### src/inc/timer_pair_pkg.sv
// register map, field positions and constants of the dual timer/counter
package timer_pair_pkg;

  // ********************************************************************
  // register offsets (byte addresses on the plain register port)
  // ********************************************************************
  localparam logic [7:0] addr_control     = 8'h88;
  localparam logic [7:0] addr_mode_config = 8'h89;
  localparam logic [7:0] addr_zero_low    = 8'h8a;
  localparam logic [7:0] addr_one_low     = 8'h8b;
  localparam logic [7:0] addr_zero_high   = 8'h8c;
  localparam logic [7:0] addr_one_high    = 8'h8d;
  localparam logic [7:0] addr_irq_status  = 8'h8e;
  localparam logic [7:0] addr_irq_mask    = 8'h8f;

  // ********************************************************************
  // reset values
  // ********************************************************************
  localparam logic [7:0] mode_config_reset = 8'h00;
  localparam logic [7:0] control_reset     = 8'h00;
  localparam logic [7:0] count_reset       = 8'h00;
  localparam logic [1:0] irq_reset         = 2'h0;

  // ********************************************************************
  // mode config field positions (timer one in high nibble)
  // ********************************************************************
  localparam int one_gate_bit   = 7;
  localparam int one_source_bit = 6;
  localparam int one_mode_hi    = 5;
  localparam int one_mode_lo    = 4;
  localparam int zero_gate_bit  = 3;
  localparam int zero_source_bit = 2;
  localparam int zero_mode_hi   = 1;
  localparam int zero_mode_lo   = 0;

  // control register field positions
  localparam int one_flag_bit  = 7;
  localparam int one_run_bit   = 6;
  localparam int zero_flag_bit = 5;
  localparam int zero_run_bit  = 4;

  // interrupt status / mask bit positions
  localparam int irq_zero_bit = 0;
  localparam int irq_one_bit  = 1;

  // ********************************************************************
  // timer mode field encodings
  // ********************************************************************
  localparam logic [1:0] mode_prescale = 2'h0;
  localparam logic [1:0] mode_cascade  = 2'h1;
  localparam logic [1:0] mode_reload   = 2'h2;
  localparam logic [1:0] mode_split    = 2'h3;

  localparam logic [4:0] prescale_top = 5'h1f;
  localparam logic [7:0] byte_top     = 8'hff;

endpackage

### src/hdl/dual_timer_counter.sv
// dual 16-bit timer/counter with mode register and register port
`timescale 1ns/100ps

module dual_timer_counter (
  input  wire logic       sys_clk,           // core clock, 40 MHz
  input  wire logic       reset_n,           // async reset, active low
  input  wire logic [7:0] reg_addr,          // register address
  input  wire logic [7:0] reg_wdata,         // register write data
  input  wire logic       reg_wr,            // write strobe
  input  wire logic       reg_rd,            // read strobe
  output logic      [7:0] reg_rdata,         // read data, cycle after rd
  input  wire logic       event_input_zero,  // timer zero count pin
  input  wire logic       event_input_one,   // timer one count pin
  input  wire logic       ext_irq_zero_pin,  // timer zero gate pin
  input  wire logic       ext_irq_one_pin,   // timer one gate pin
  input  wire logic       vector_zero_ack,   // core vectors to zero isr
  input  wire logic       vector_one_ack,    // core vectors to one isr
  output logic            irq                // level interrupt
);

  // ********************************************************************
  // reset release and pin synchronisers
  // ********************************************************************
  logic       rst_meta;
  logic       rst_sync_n;
  logic [3:0] pin_meta;
  logic [3:0] pin_sync;
  logic [1:0] pin_prev;

  always_ff @(posedge sys_clk or negedge reset_n) begin
    if (!reset_n) begin
      rst_meta   <= 1'b0;
      rst_sync_n <= 1'b0;
    end else begin
      rst_meta   <= 1'b1;
      rst_sync_n <= rst_meta;
    end
  end

  // pins feed only the first flop; edge logic reads pin_sync onward
  always_ff @(posedge sys_clk or negedge rst_sync_n) begin
    if (!rst_sync_n) begin
      pin_meta <= 4'h0;
      pin_sync <= 4'h0;
      pin_prev <= 2'h0;
    end else begin
      pin_meta <= {ext_irq_one_pin, ext_irq_zero_pin,
                   event_input_one, event_input_zero};
      pin_sync <= pin_meta;
      pin_prev <= pin_sync[1:0];
    end
  end

  // ********************************************************************
  // count enables
  // ********************************************************************
  logic [7:0] mode_config;
  logic [7:0] control;
  logic [7:0] zero_low;
  logic [7:0] zero_high;
  logic [7:0] one_low;
  logic [7:0] one_high;
  logic [1:0] irq_status;
  logic [1:0] irq_mask;

  logic [1:0] fall;
  logic       zero_run_ok;
  logic       one_run_ok;
  logic       zero_tick;
  logic       one_tick;
  logic       split_tick;
  logic [1:0] zero_mode;
  logic [1:0] one_mode;

  always_comb begin
    // one sample high, next low; edge seen two periods after change
    fall = pin_prev & ~pin_sync[1:0];
    zero_mode = mode_config[timer_pair_pkg::zero_mode_hi:
                            timer_pair_pkg::zero_mode_lo];
    one_mode  = mode_config[timer_pair_pkg::one_mode_hi:
                            timer_pair_pkg::one_mode_lo];
    zero_run_ok = control[timer_pair_pkg::zero_run_bit] &
                  (~mode_config[timer_pair_pkg::zero_gate_bit] |
                   pin_sync[2]);
    one_run_ok  = control[timer_pair_pkg::one_run_bit] &
                  (~mode_config[timer_pair_pkg::one_gate_bit] |
                   pin_sync[3]);
    zero_tick = zero_run_ok &
                (mode_config[timer_pair_pkg::zero_source_bit] ?
                 fall[0] : 1'b1);
    one_tick  = one_run_ok &
                (mode_config[timer_pair_pkg::one_source_bit] ?
                 fall[1] : 1'b1);
    // split high byte: timer only, under timer one run bit
    split_tick = control[timer_pair_pkg::one_run_bit];
  end

  // ********************************************************************
  // counters
  // ********************************************************************
  logic [7:0] next_zero_low;
  logic [7:0] next_zero_high;
  logic [7:0] next_one_low;
  logic [7:0] next_one_high;
  logic       zero_ovf;
  logic       one_ovf;

  always_comb begin
    next_zero_low  = zero_low;
    next_zero_high = zero_high;
    next_one_low   = one_low;
    next_one_high  = one_high;
    zero_ovf = 1'b0;
    one_ovf  = 1'b0;

    // timer zero
    unique case (zero_mode)
      timer_pair_pkg::mode_prescale: begin
        if (zero_tick) begin
          next_zero_low = {3'h0, zero_low[4:0] + 5'h01};
          if (zero_low[4:0] == timer_pair_pkg::prescale_top) begin
            next_zero_high = zero_high + 8'h01;
            zero_ovf = (zero_high == timer_pair_pkg::byte_top);
          end
        end
      end
      timer_pair_pkg::mode_cascade: begin
        if (zero_tick) begin
          {next_zero_high, next_zero_low} =
            16'({zero_high, zero_low} + 16'h0001);
          zero_ovf = ({zero_high, zero_low} == 16'hffff);
        end
      end
      timer_pair_pkg::mode_reload: begin
        if (zero_tick) begin
          if (zero_low == timer_pair_pkg::byte_top) begin
            next_zero_low = zero_high;
            zero_ovf = 1'b1;
          end else begin
            next_zero_low = zero_low + 8'h01;
          end
        end
      end
      timer_pair_pkg::mode_split: begin
        if (zero_tick) begin
          next_zero_low = zero_low + 8'h01;
          zero_ovf = (zero_low == timer_pair_pkg::byte_top);
        end
        if (split_tick) begin
          next_zero_high = zero_high + 8'h01;
          one_ovf = (zero_high == timer_pair_pkg::byte_top);
        end
      end
    endcase

    // timer one; in split mode of zero it keeps counting but
    // its overflow flag is owned by the split high byte
    unique case (one_mode)
      timer_pair_pkg::mode_prescale: begin
        if (one_tick) begin
          next_one_low = {3'h0, one_low[4:0] + 5'h01};
          if (one_low[4:0] == timer_pair_pkg::prescale_top) begin
            next_one_high = one_high + 8'h01;
            if (zero_mode != timer_pair_pkg::mode_split)
              one_ovf = (one_high == timer_pair_pkg::byte_top);
          end
        end
      end
      timer_pair_pkg::mode_cascade: begin
        if (one_tick) begin
          {next_one_high, next_one_low} =
            16'({one_high, one_low} + 16'h0001);
          if (zero_mode != timer_pair_pkg::mode_split)
            one_ovf = ({one_high, one_low} == 16'hffff);
        end
      end
      timer_pair_pkg::mode_reload: begin
        if (one_tick) begin
          if (one_low == timer_pair_pkg::byte_top) begin
            next_one_low = one_high;
            if (zero_mode != timer_pair_pkg::mode_split)
              one_ovf = 1'b1;
          end else begin
            next_one_low = one_low + 8'h01;
          end
        end
      end
      timer_pair_pkg::mode_split: begin
        // halted: counts hold their value
      end
    endcase

    // software writes override counting in the same cycle
    if (reg_wr) begin
      unique case (reg_addr)
        timer_pair_pkg::addr_zero_low:  next_zero_low  = reg_wdata;
        timer_pair_pkg::addr_zero_high: next_zero_high = reg_wdata;
        timer_pair_pkg::addr_one_low:   next_one_low   = reg_wdata;
        timer_pair_pkg::addr_one_high:  next_one_high  = reg_wdata;
        default: ;
      endcase
    end
  end

  always_ff @(posedge sys_clk or negedge rst_sync_n) begin
    if (!rst_sync_n) begin
      zero_low  <= timer_pair_pkg::count_reset;
      zero_high <= timer_pair_pkg::count_reset;
      one_low   <= timer_pair_pkg::count_reset;
      one_high  <= timer_pair_pkg::count_reset;
    end else begin
      zero_low  <= next_zero_low;
      zero_high <= next_zero_high;
      one_low   <= next_one_low;
      one_high  <= next_one_high;
    end
  end

  // ********************************************************************
  // control, mode, interrupt registers
  // ********************************************************************
  logic [7:0] next_mode_config;
  logic [7:0] next_control;
  logic [1:0] next_irq_status;
  logic [1:0] next_irq_mask;
  logic [7:0] next_reg_rdata;
  logic       next_irq;

  always_comb begin
    next_mode_config = mode_config;
    next_control     = control;
    next_irq_status  = irq_status;
    next_irq_mask    = irq_mask;
    next_reg_rdata   = 8'h00;
    if (reg_wr) begin
      unique case (reg_addr)
        timer_pair_pkg::addr_mode_config: next_mode_config = reg_wdata;
        timer_pair_pkg::addr_control:     next_control     = reg_wdata;
        timer_pair_pkg::addr_irq_status:
          next_irq_status = irq_status & ~reg_wdata[1:0];
        timer_pair_pkg::addr_irq_mask:    next_irq_mask = reg_wdata[1:0];
        default: ;
      endcase
    end
    // vector acknowledge clears; a new overflow in the same cycle wins
    if (vector_zero_ack)
      next_control[timer_pair_pkg::zero_flag_bit] = 1'b0;
    if (vector_one_ack)
      next_control[timer_pair_pkg::one_flag_bit] = 1'b0;
    if (zero_ovf) begin
      next_control[timer_pair_pkg::zero_flag_bit] = 1'b1;
      next_irq_status[timer_pair_pkg::irq_zero_bit] = 1'b1;
    end
    if (one_ovf) begin
      next_control[timer_pair_pkg::one_flag_bit] = 1'b1;
      next_irq_status[timer_pair_pkg::irq_one_bit] = 1'b1;
    end
    if (reg_rd) begin
      unique case (reg_addr)
        timer_pair_pkg::addr_control:     next_reg_rdata = control;
        timer_pair_pkg::addr_mode_config: next_reg_rdata = mode_config;
        timer_pair_pkg::addr_zero_low:    next_reg_rdata = zero_low;
        timer_pair_pkg::addr_zero_high:   next_reg_rdata = zero_high;
        timer_pair_pkg::addr_one_low:     next_reg_rdata = one_low;
        timer_pair_pkg::addr_one_high:    next_reg_rdata = one_high;
        timer_pair_pkg::addr_irq_status:
          next_reg_rdata = {6'h00, irq_status};
        timer_pair_pkg::addr_irq_mask:    next_reg_rdata = {6'h00, irq_mask};
        default: next_reg_rdata = 8'h00;
      endcase
    end
    next_irq = |(next_irq_status & next_irq_mask);
  end

  always_ff @(posedge sys_clk or negedge rst_sync_n) begin
    if (!rst_sync_n) begin
      mode_config <= timer_pair_pkg::mode_config_reset;
      control     <= timer_pair_pkg::control_reset;
      irq_status  <= timer_pair_pkg::irq_reset;
      irq_mask    <= timer_pair_pkg::irq_reset;
      reg_rdata   <= 8'h00;
      irq         <= 1'b0;
    end else begin
      mode_config <= next_mode_config;
      control     <= next_control;
      irq_status  <= next_irq_status;
      irq_mask    <= next_irq_mask;
      reg_rdata   <= next_reg_rdata;
      irq         <= next_irq;
    end
  end

endmodule // dual_timer_counter

### config.mk
export PLATFORM = sky130hd
export DESIGN_NAME = dual_timer_counter
export DESIGN_NICKNAME = d
export VERILOG_FILES = /design/src/inc/timer_pair_pkg.sv /design/src/hdl/dual_timer_counter.sv
export SDC_FILE = /design/constraint.sdc
export NUM_CORES = 1
export LEC_CHECK = 0
export BUFFER_PORTS_ARGS = -buffer_cell sky130_fd_sc_hd__buf_2
export CORE_ASPECT_RATIO = 1.75
export CORE_MARGIN = 2
export CORE_UTILIZATION = 30
export CTS_CLUSTER_SIZE = 30
export DETAILED_ROUTE_END_ITERATION = 16
export PLACE_DENSITY = 0.51
export SETUP_SLACK_MARGIN = 0.15
export SYNTH_ARGS = -nofsm -noshare
export SYNTH_HDL_FRONTEND = slang
export SYNTH_SLANG_ARGS = --single-unit
### constraint.sdc
create_clock -name sys_clk -period 3.6 [get_ports sys_clk]
set_clock_uncertainty 0.2 [all_clocks]
set_input_delay 0.54 -clock sys_clk [delete_from_list [all_inputs] [get_ports sys_clk]]
set_output_delay 0.54 -clock sys_clk [all_outputs]
set_load 0.05 [all_outputs]
## After elaboration in Yosys (flattened, before gate mapping)

Index checks and enable logic that the tools add are counted.

| cells by class | value |
|---|---|
| muxes and demuxes | 62 |
| add/sub/neg operators | 8 |
| reductions and logical operators | 11 |
| bitwise logic cells | 13 |
| equal/unequal tests | 22 |

Operators by type and width:

| cell | count |
|---|---|
| two-way mux 8 bit | 27 |
| equality test 8 bit, second input constant | 12 |
| case mux 8 bit (8 select lines) | 1 |
| case mux 8 bit (3 select lines) | 2 |
| adder 16 x 1 -> 16 bit, second input constant | 2 |
| adder 8 x 1 -> 8 bit, second input constant | 4 |
| equality test 16 bit, second input constant | 2 |
| case mux 8 bit (4 select lines) | 1 |
| two-way mux 1 bit | 24 |
| case mux 8 bit (2 select lines) | 1 |
| nonzero test 3 bit | 4 |
| adder 5 x 1 -> 5 bit, second input constant | 2 |
| equality test 5 bit, second input constant | 2 |
| two-way mux 2 bit | 4 |
| AND reduction 2 bit | 4 |
| AND 2 bit | 3 |
| equality test 2 bit, second input constant | 3 |
| AND 1 bit | 4 |
| equality test 2 x 1 -> 1 bit, second input constant | 2 |
| logical NOT 2 bit | 2 |
| NOT 2 bit | 2 |
| case mux 1 bit (4 select lines) | 1 |
| case mux 1 bit (3 select lines) | 1 |
| inequality test 2 bit, second input constant | 1 |
| 3 further kinds | 5 |

| word-level totals | value |
|---|---|
| input port bits | 26 |
| bits in registers | 73 |
| output and inout bits | 9 |

## Depth between registers and ports, before layout

| logic depth | value |
|---|---|
| word-level depth | 10 |
| gate-level depth with buffers | 9 |

## Worst setup path before layout

No wires, ideal clock.

| path | value |
|---|---|
| kind | reg-to-reg |
| start point | register one_low[0] |
| end point | register irq |
| setup slack | 1.118 ns |
| buffers on the path | 0 |
| cell stages (with the launch flop) | 9 |
| setup time | 0.125 ns |
| arrival | 2.157 ns |
| cell sequence | dfrtp_1 ha_1 and3_1 ha_1 nor2b_1 a31oi_1 a2111oi_2 or3_1 a2bb2o_1 |

| between the ends | value |
|---|---|
| cells in the longest elaborated chain, start to end | 7 |
| elaborated cells between the ends (all ways) | 13 |

RTL lines:

| item | line | text |
|---|---|---|
| start: declaration | dual_timer_counter.sv:61 | `logic [7:0] one_low;` |
| start signal: assignment | dual_timer_counter.sv:209 | `one_low <= timer_pair_pkg::count_reset;` |
| start signal: assignment | dual_timer_counter.sv:214 | `one_low <= next_one_low;` |
| equality test 16 bit, or another cell as far along | dual_timer_counter.sv:174 | `one_ovf = ({one_high, one_low} == 16'hffff);` |
| two-way mux 1 bit, on equally long branches | dual_timer_counter.sv:173, dual_timer_counter.sv:162, dual_timer_counter.sv:179 |  |
| two-way mux 1 bit, on equally long branches | dual_timer_counter.sv:170, dual_timer_counter.sv:160, dual_timer_counter.sv:178 |  |
| case mux 1 bit (3 select lines) (*) | dual_timer_counter.sv:158 | `unique case (one_mode)` |
| two-way mux 1 bit (*) | dual_timer_counter.sv:254 | `if (one_ovf) begin` |
| named net next_irq_status[1] | dual_timer_counter.sv:224 | `logic [1:0] next_irq_status;` |
| AND 2 bit (*) | dual_timer_counter.sv:272 | `next_irq = \|(next_irq_status & next_irq_mask);` |
| OR reduction 2 bit (*) | dual_timer_counter.sv:272 |  |
| named net next_irq | dual_timer_counter.sv:227 | `logic next_irq;` |
| end signal: assignment | dual_timer_counter.sv:289 | `irq <= next_irq;` |
| end: declaration | dual_timer_counter.sv:18 | `output logic irq` |

The timed path passes the listed nets; every way through them passes the cells marked *.
A chain may end at the register's enable or synchronous reset.

## Worst setup path in the final report

Same ends and word-level chain as after synthesis.

==> summary.txt <==
Setup path
  – CP arrival: 2740 ps
  – Top Family by Delay on Critical Path: simple AND/OR/NAND/NOR gates
  – Crit-path cells: ha_1 -> and3_1 -> ha_1 -> nor2b_1 -> a31oi_1 -> a2111oi_2 -> or3_1 -> a2bb2o_1
  – Most used cell along the critical path: ha_1
  – WS Path Type: register to register
  – CP max-delay cell: dfrtp_1
  – Largest stage delay, worst path: 460 ps
  – CP max FO: 7
  – Buffers and inverters on the worst path: 0
  – Setup crit end kind: register
  – Startpoint type of the worst setup path: register
  – CP Data Required Time: 3620 ps

Global routing
  – Grt ovf: 0
  – First-pass GRT wire length: 23900 µm
  – Vias in the first global route: 4223
  – Initial antenna violation count: 0
  – Largest net degree at the start of global routing: 54
  – Tot GR Track Use: 0.202

STA
  – RSZ-0062 raised after global routing: false
  – Fin. max-slew vios: 0
  – Final period utilization: 0.755
  – Fmax: 0.368 GHz
  – Setup TNS: 0 ps
  – Minimum clock period after layout: 2720 ps
  – Worst-margin pin slew: 1070 ps
  – Relative slew slack: 0.282
  – Final setup fails: 0
  – Final hold vios: 0

Floorplan
  – Core area: 14800 µm²
  – Die X: 96.4 µm
  – Initial Util: 0.304
  – Cell row count: 59
  – Die Y-Extent: 166 µm
  – Full die area: 16000 µm²
  – Io pins: 35

Pwr
  – Power Density: 544 nW/µm²
  – Overall Power: 2.80 mW
  – P_leak: 2.14 nW
  – Worst ir drop on vdd: 261 µV

Synth
  – Share of the synthesized area in the top cell type: 0.407
  – Most used DFF post-synth: dfrtp_1
  – Syn_nets: 513
  – Synth Area per Inst: 9.32 µm²
  – Synth Cell Area: 4480 µm²
  – Post-synthesis cell count: 481
  – Post-synthesis sequential area ratio: 0.407
  – YS warnings: 0
  – Top cell type by total area after synthesis: dfrtp_1
  – Largest cells by area after synthesis: dfrtp_1 (41%), mux2_2 (5.5%), nand2_1 (4.9%), mux2i_1 (3.8%), nor2_1 (3.7%)
  – EDFF count, synth: 0
  – Yosys reg bits: 73
  – Asr flop ratio synth: 1.00
  – Synth cell types: 73

Cells and area
  – Post-layout util: 0.349
  – Synth-to-layout area growth: 14.8%
  – Final nets: 540
  – Post-Layout Cell Count: 696
  – Number of inserted diodes: 0
  – Layout cells sized above 1: 0.197

Clocking
  – CTS tree: yes
  – CTS Sinks: 73
  – Num CTS Buffers: 9
  – CTS H-tree lvls: 3
  – Clk slew on worst S/H paths: 60 ps
  – Worst skew pair latency: 340 ps
  – Root buffer cell: clkbuf_16
  – Clk buf depth: 2

Place
  – Placer Congestion: 1.03
  – DP Wirelength: 11400 µm
  – Buffers on Ports: 34
  – Placed cells: 679

Job
  – Maxcap violations: 0

Detailed routing
  – # DRC: 0
  – Initial DRC count: 330
  – Pre-antenna DRT Iters: 5
  – Wire length per cell: 21.9 µm
  – Routed Antenna Nets: 0
  – DR vias/cell: 5.76
  – Vias: 4006
  – Final wirelength: 15300 µm

Status
  – Status: completed

Hold path
  – Worst hold path class: register to async pin
[stage by stage]
step | hold slack, ps | setup WS, ps | area, µm²
global placement | 19.2 | 879 | 4790
floorplan | 44.4 | 1120 | 4480
finish | 9.19 | 883 | 5150
detailed placement | 31.0 | 921 | 4790
global route | 61.1 | 733 | 5150
CTS | 37.5 | 900 | 5150
[power breakdown]
part | switching, mW | internal [mW] | leakage (nW)
Clock | 0.387 | 0.685 | 0.171
Combinational | 0.302 | 0.270 | 1.07
Sequential | 0.234 | 0.925 | 0.894
[layout make-up]
cell class / count / area (µm²)
Clock inverter: 7 / 125
Sequential cell: 73 / 1830
Tap cell: 183 / 229
Timing Repair Buffer: 38 / 203
Fill cell: 1567 / 9620
Multi-Input combinational cell: 374 / 2490
Clock buffer: 9 / 225
Inverter: 12 / 45.0
[repair_timing]
| item | in CTS | in global routing |
|---|---|---|
| hold endpoints to repair | 2 | 0 |
| endpoints found under the setup margin | 0 | 0 |
| gates resized for setup | 0 | 0 |
| hold buffers | 1 | 0 |
| buffers inserted | 0 | 0 |
[placed cells by master (no fill, tap or decap), types with 5 or more instances in the layout]
| master | count |
|---|---|
| mux2i_1 | 17 |
| nor3_1 | 7 |
| buf_2 | 34 |
| and2_1 | 5 |
| clkbuf_16 | 9 |
| nor2_1 | 44 |
| o21ai_0 | 31 |
| mux2_2 | 22 |
| a31oi_1 | 10 |
| nand2b_1 | 5 |
| a21oi_1 | 31 |
| xor2_1 | 6 |
| xnor2_1 | 8 |
| dfrtp_1 | 72 |
| a221oi_1 | 12 |
| nand2_1 | 58 |
| inv_1 | 12 |
| nand3_1 | 17 |
| and3_1 | 9 |
| ha_1 | 6 |
[flip-flops by register name, indices dropped and copies added (netlist names), 2 cells and up]
| register | count |
|---|---|
| one_low | 8 |
| zero_low | 8 |
| one_high | 8 |
| reg_rdata | 8 |
| irq_mask | 2 |
| irq_status | 2 |
| pin_meta | 4 |
| pin_prev | 2 |
| mode_config | 8 |
| control | 8 |
| pin_sync | 4 |
| zero_high | 8 |
[final timing paths]
check / from / end / slack (ps) / cells after the start
max: one_low[0] / irq / 880 / 8
min: rst_sync_n / pin_meta[0] / 9 / 0
max reg2reg: one_low[0] / irq / 880 / 8
min reg2reg: rst_sync_n / pin_meta[0] / 9 / 0
max in group asynchronous: rst_sync_n / reg_rdata[7] / 2120 / 1
min in group sys_clk: event_input_one / pin_meta[1] / 100 / 1
[synth_stat cells, types with 2 or more instances]
master	number
and2_1	5
and2b_2	2
or3_1	2
o32a_1	2
nand3_2	2
nor2b_1	4
clkbuf_1	14
o221ai_1	2
nand3_1	17
xnor2_1	8
o21ai_0	31
nand2b_1	5
inv_1	12
o211ai_1	4
nor3_1	7
ha_1	6
o22ai_1	4
and2_0	3
xor2_1	6
a221oi_1	12
or2b_2	2
nor4_1	4
a31oi_1	10
dfrtp_1	73
o21a_1	2
mux2_2	22
a21boi_0	2
nor2_1	44
nand4_1	4
mux2i_1	17
clkbuf_8	2
o22a_1	3
a21oi_1	31
and4_1	4
mux4_2	2
and3_2	3
o31ai_1	3
nor3b_1	2
and3_1	9
a32oi_1	2
nand2_1	58
buf_2	2
o211a_1	2
[layer usage]
layer | global-route usage | vias to the layer above | wire length [µm]
met2 | 0.363 | 134 | 8450
met4 | 0.151 | 0 | 1170
met3 | 0.0218 | 56 | 539
met1 | 0.204 | 1991 | 5100
met5 | 0 | - | 0
li1 | - | 1825 | -
[logic make-up after synthesis]
family                   synth area share
other                            0.000836
AND/OR/NAND/NOR                     0.226
AO/OA/AOI/OAI                       0.182
buffers and inverters              0.0363
adder cells (fa/ha/maj)            0.0167
multiplexers                        0.103
XOR/XNOR                           0.0274
flip-flops                          0.407
Note: power is estimated with default switching activity, not from simulation.
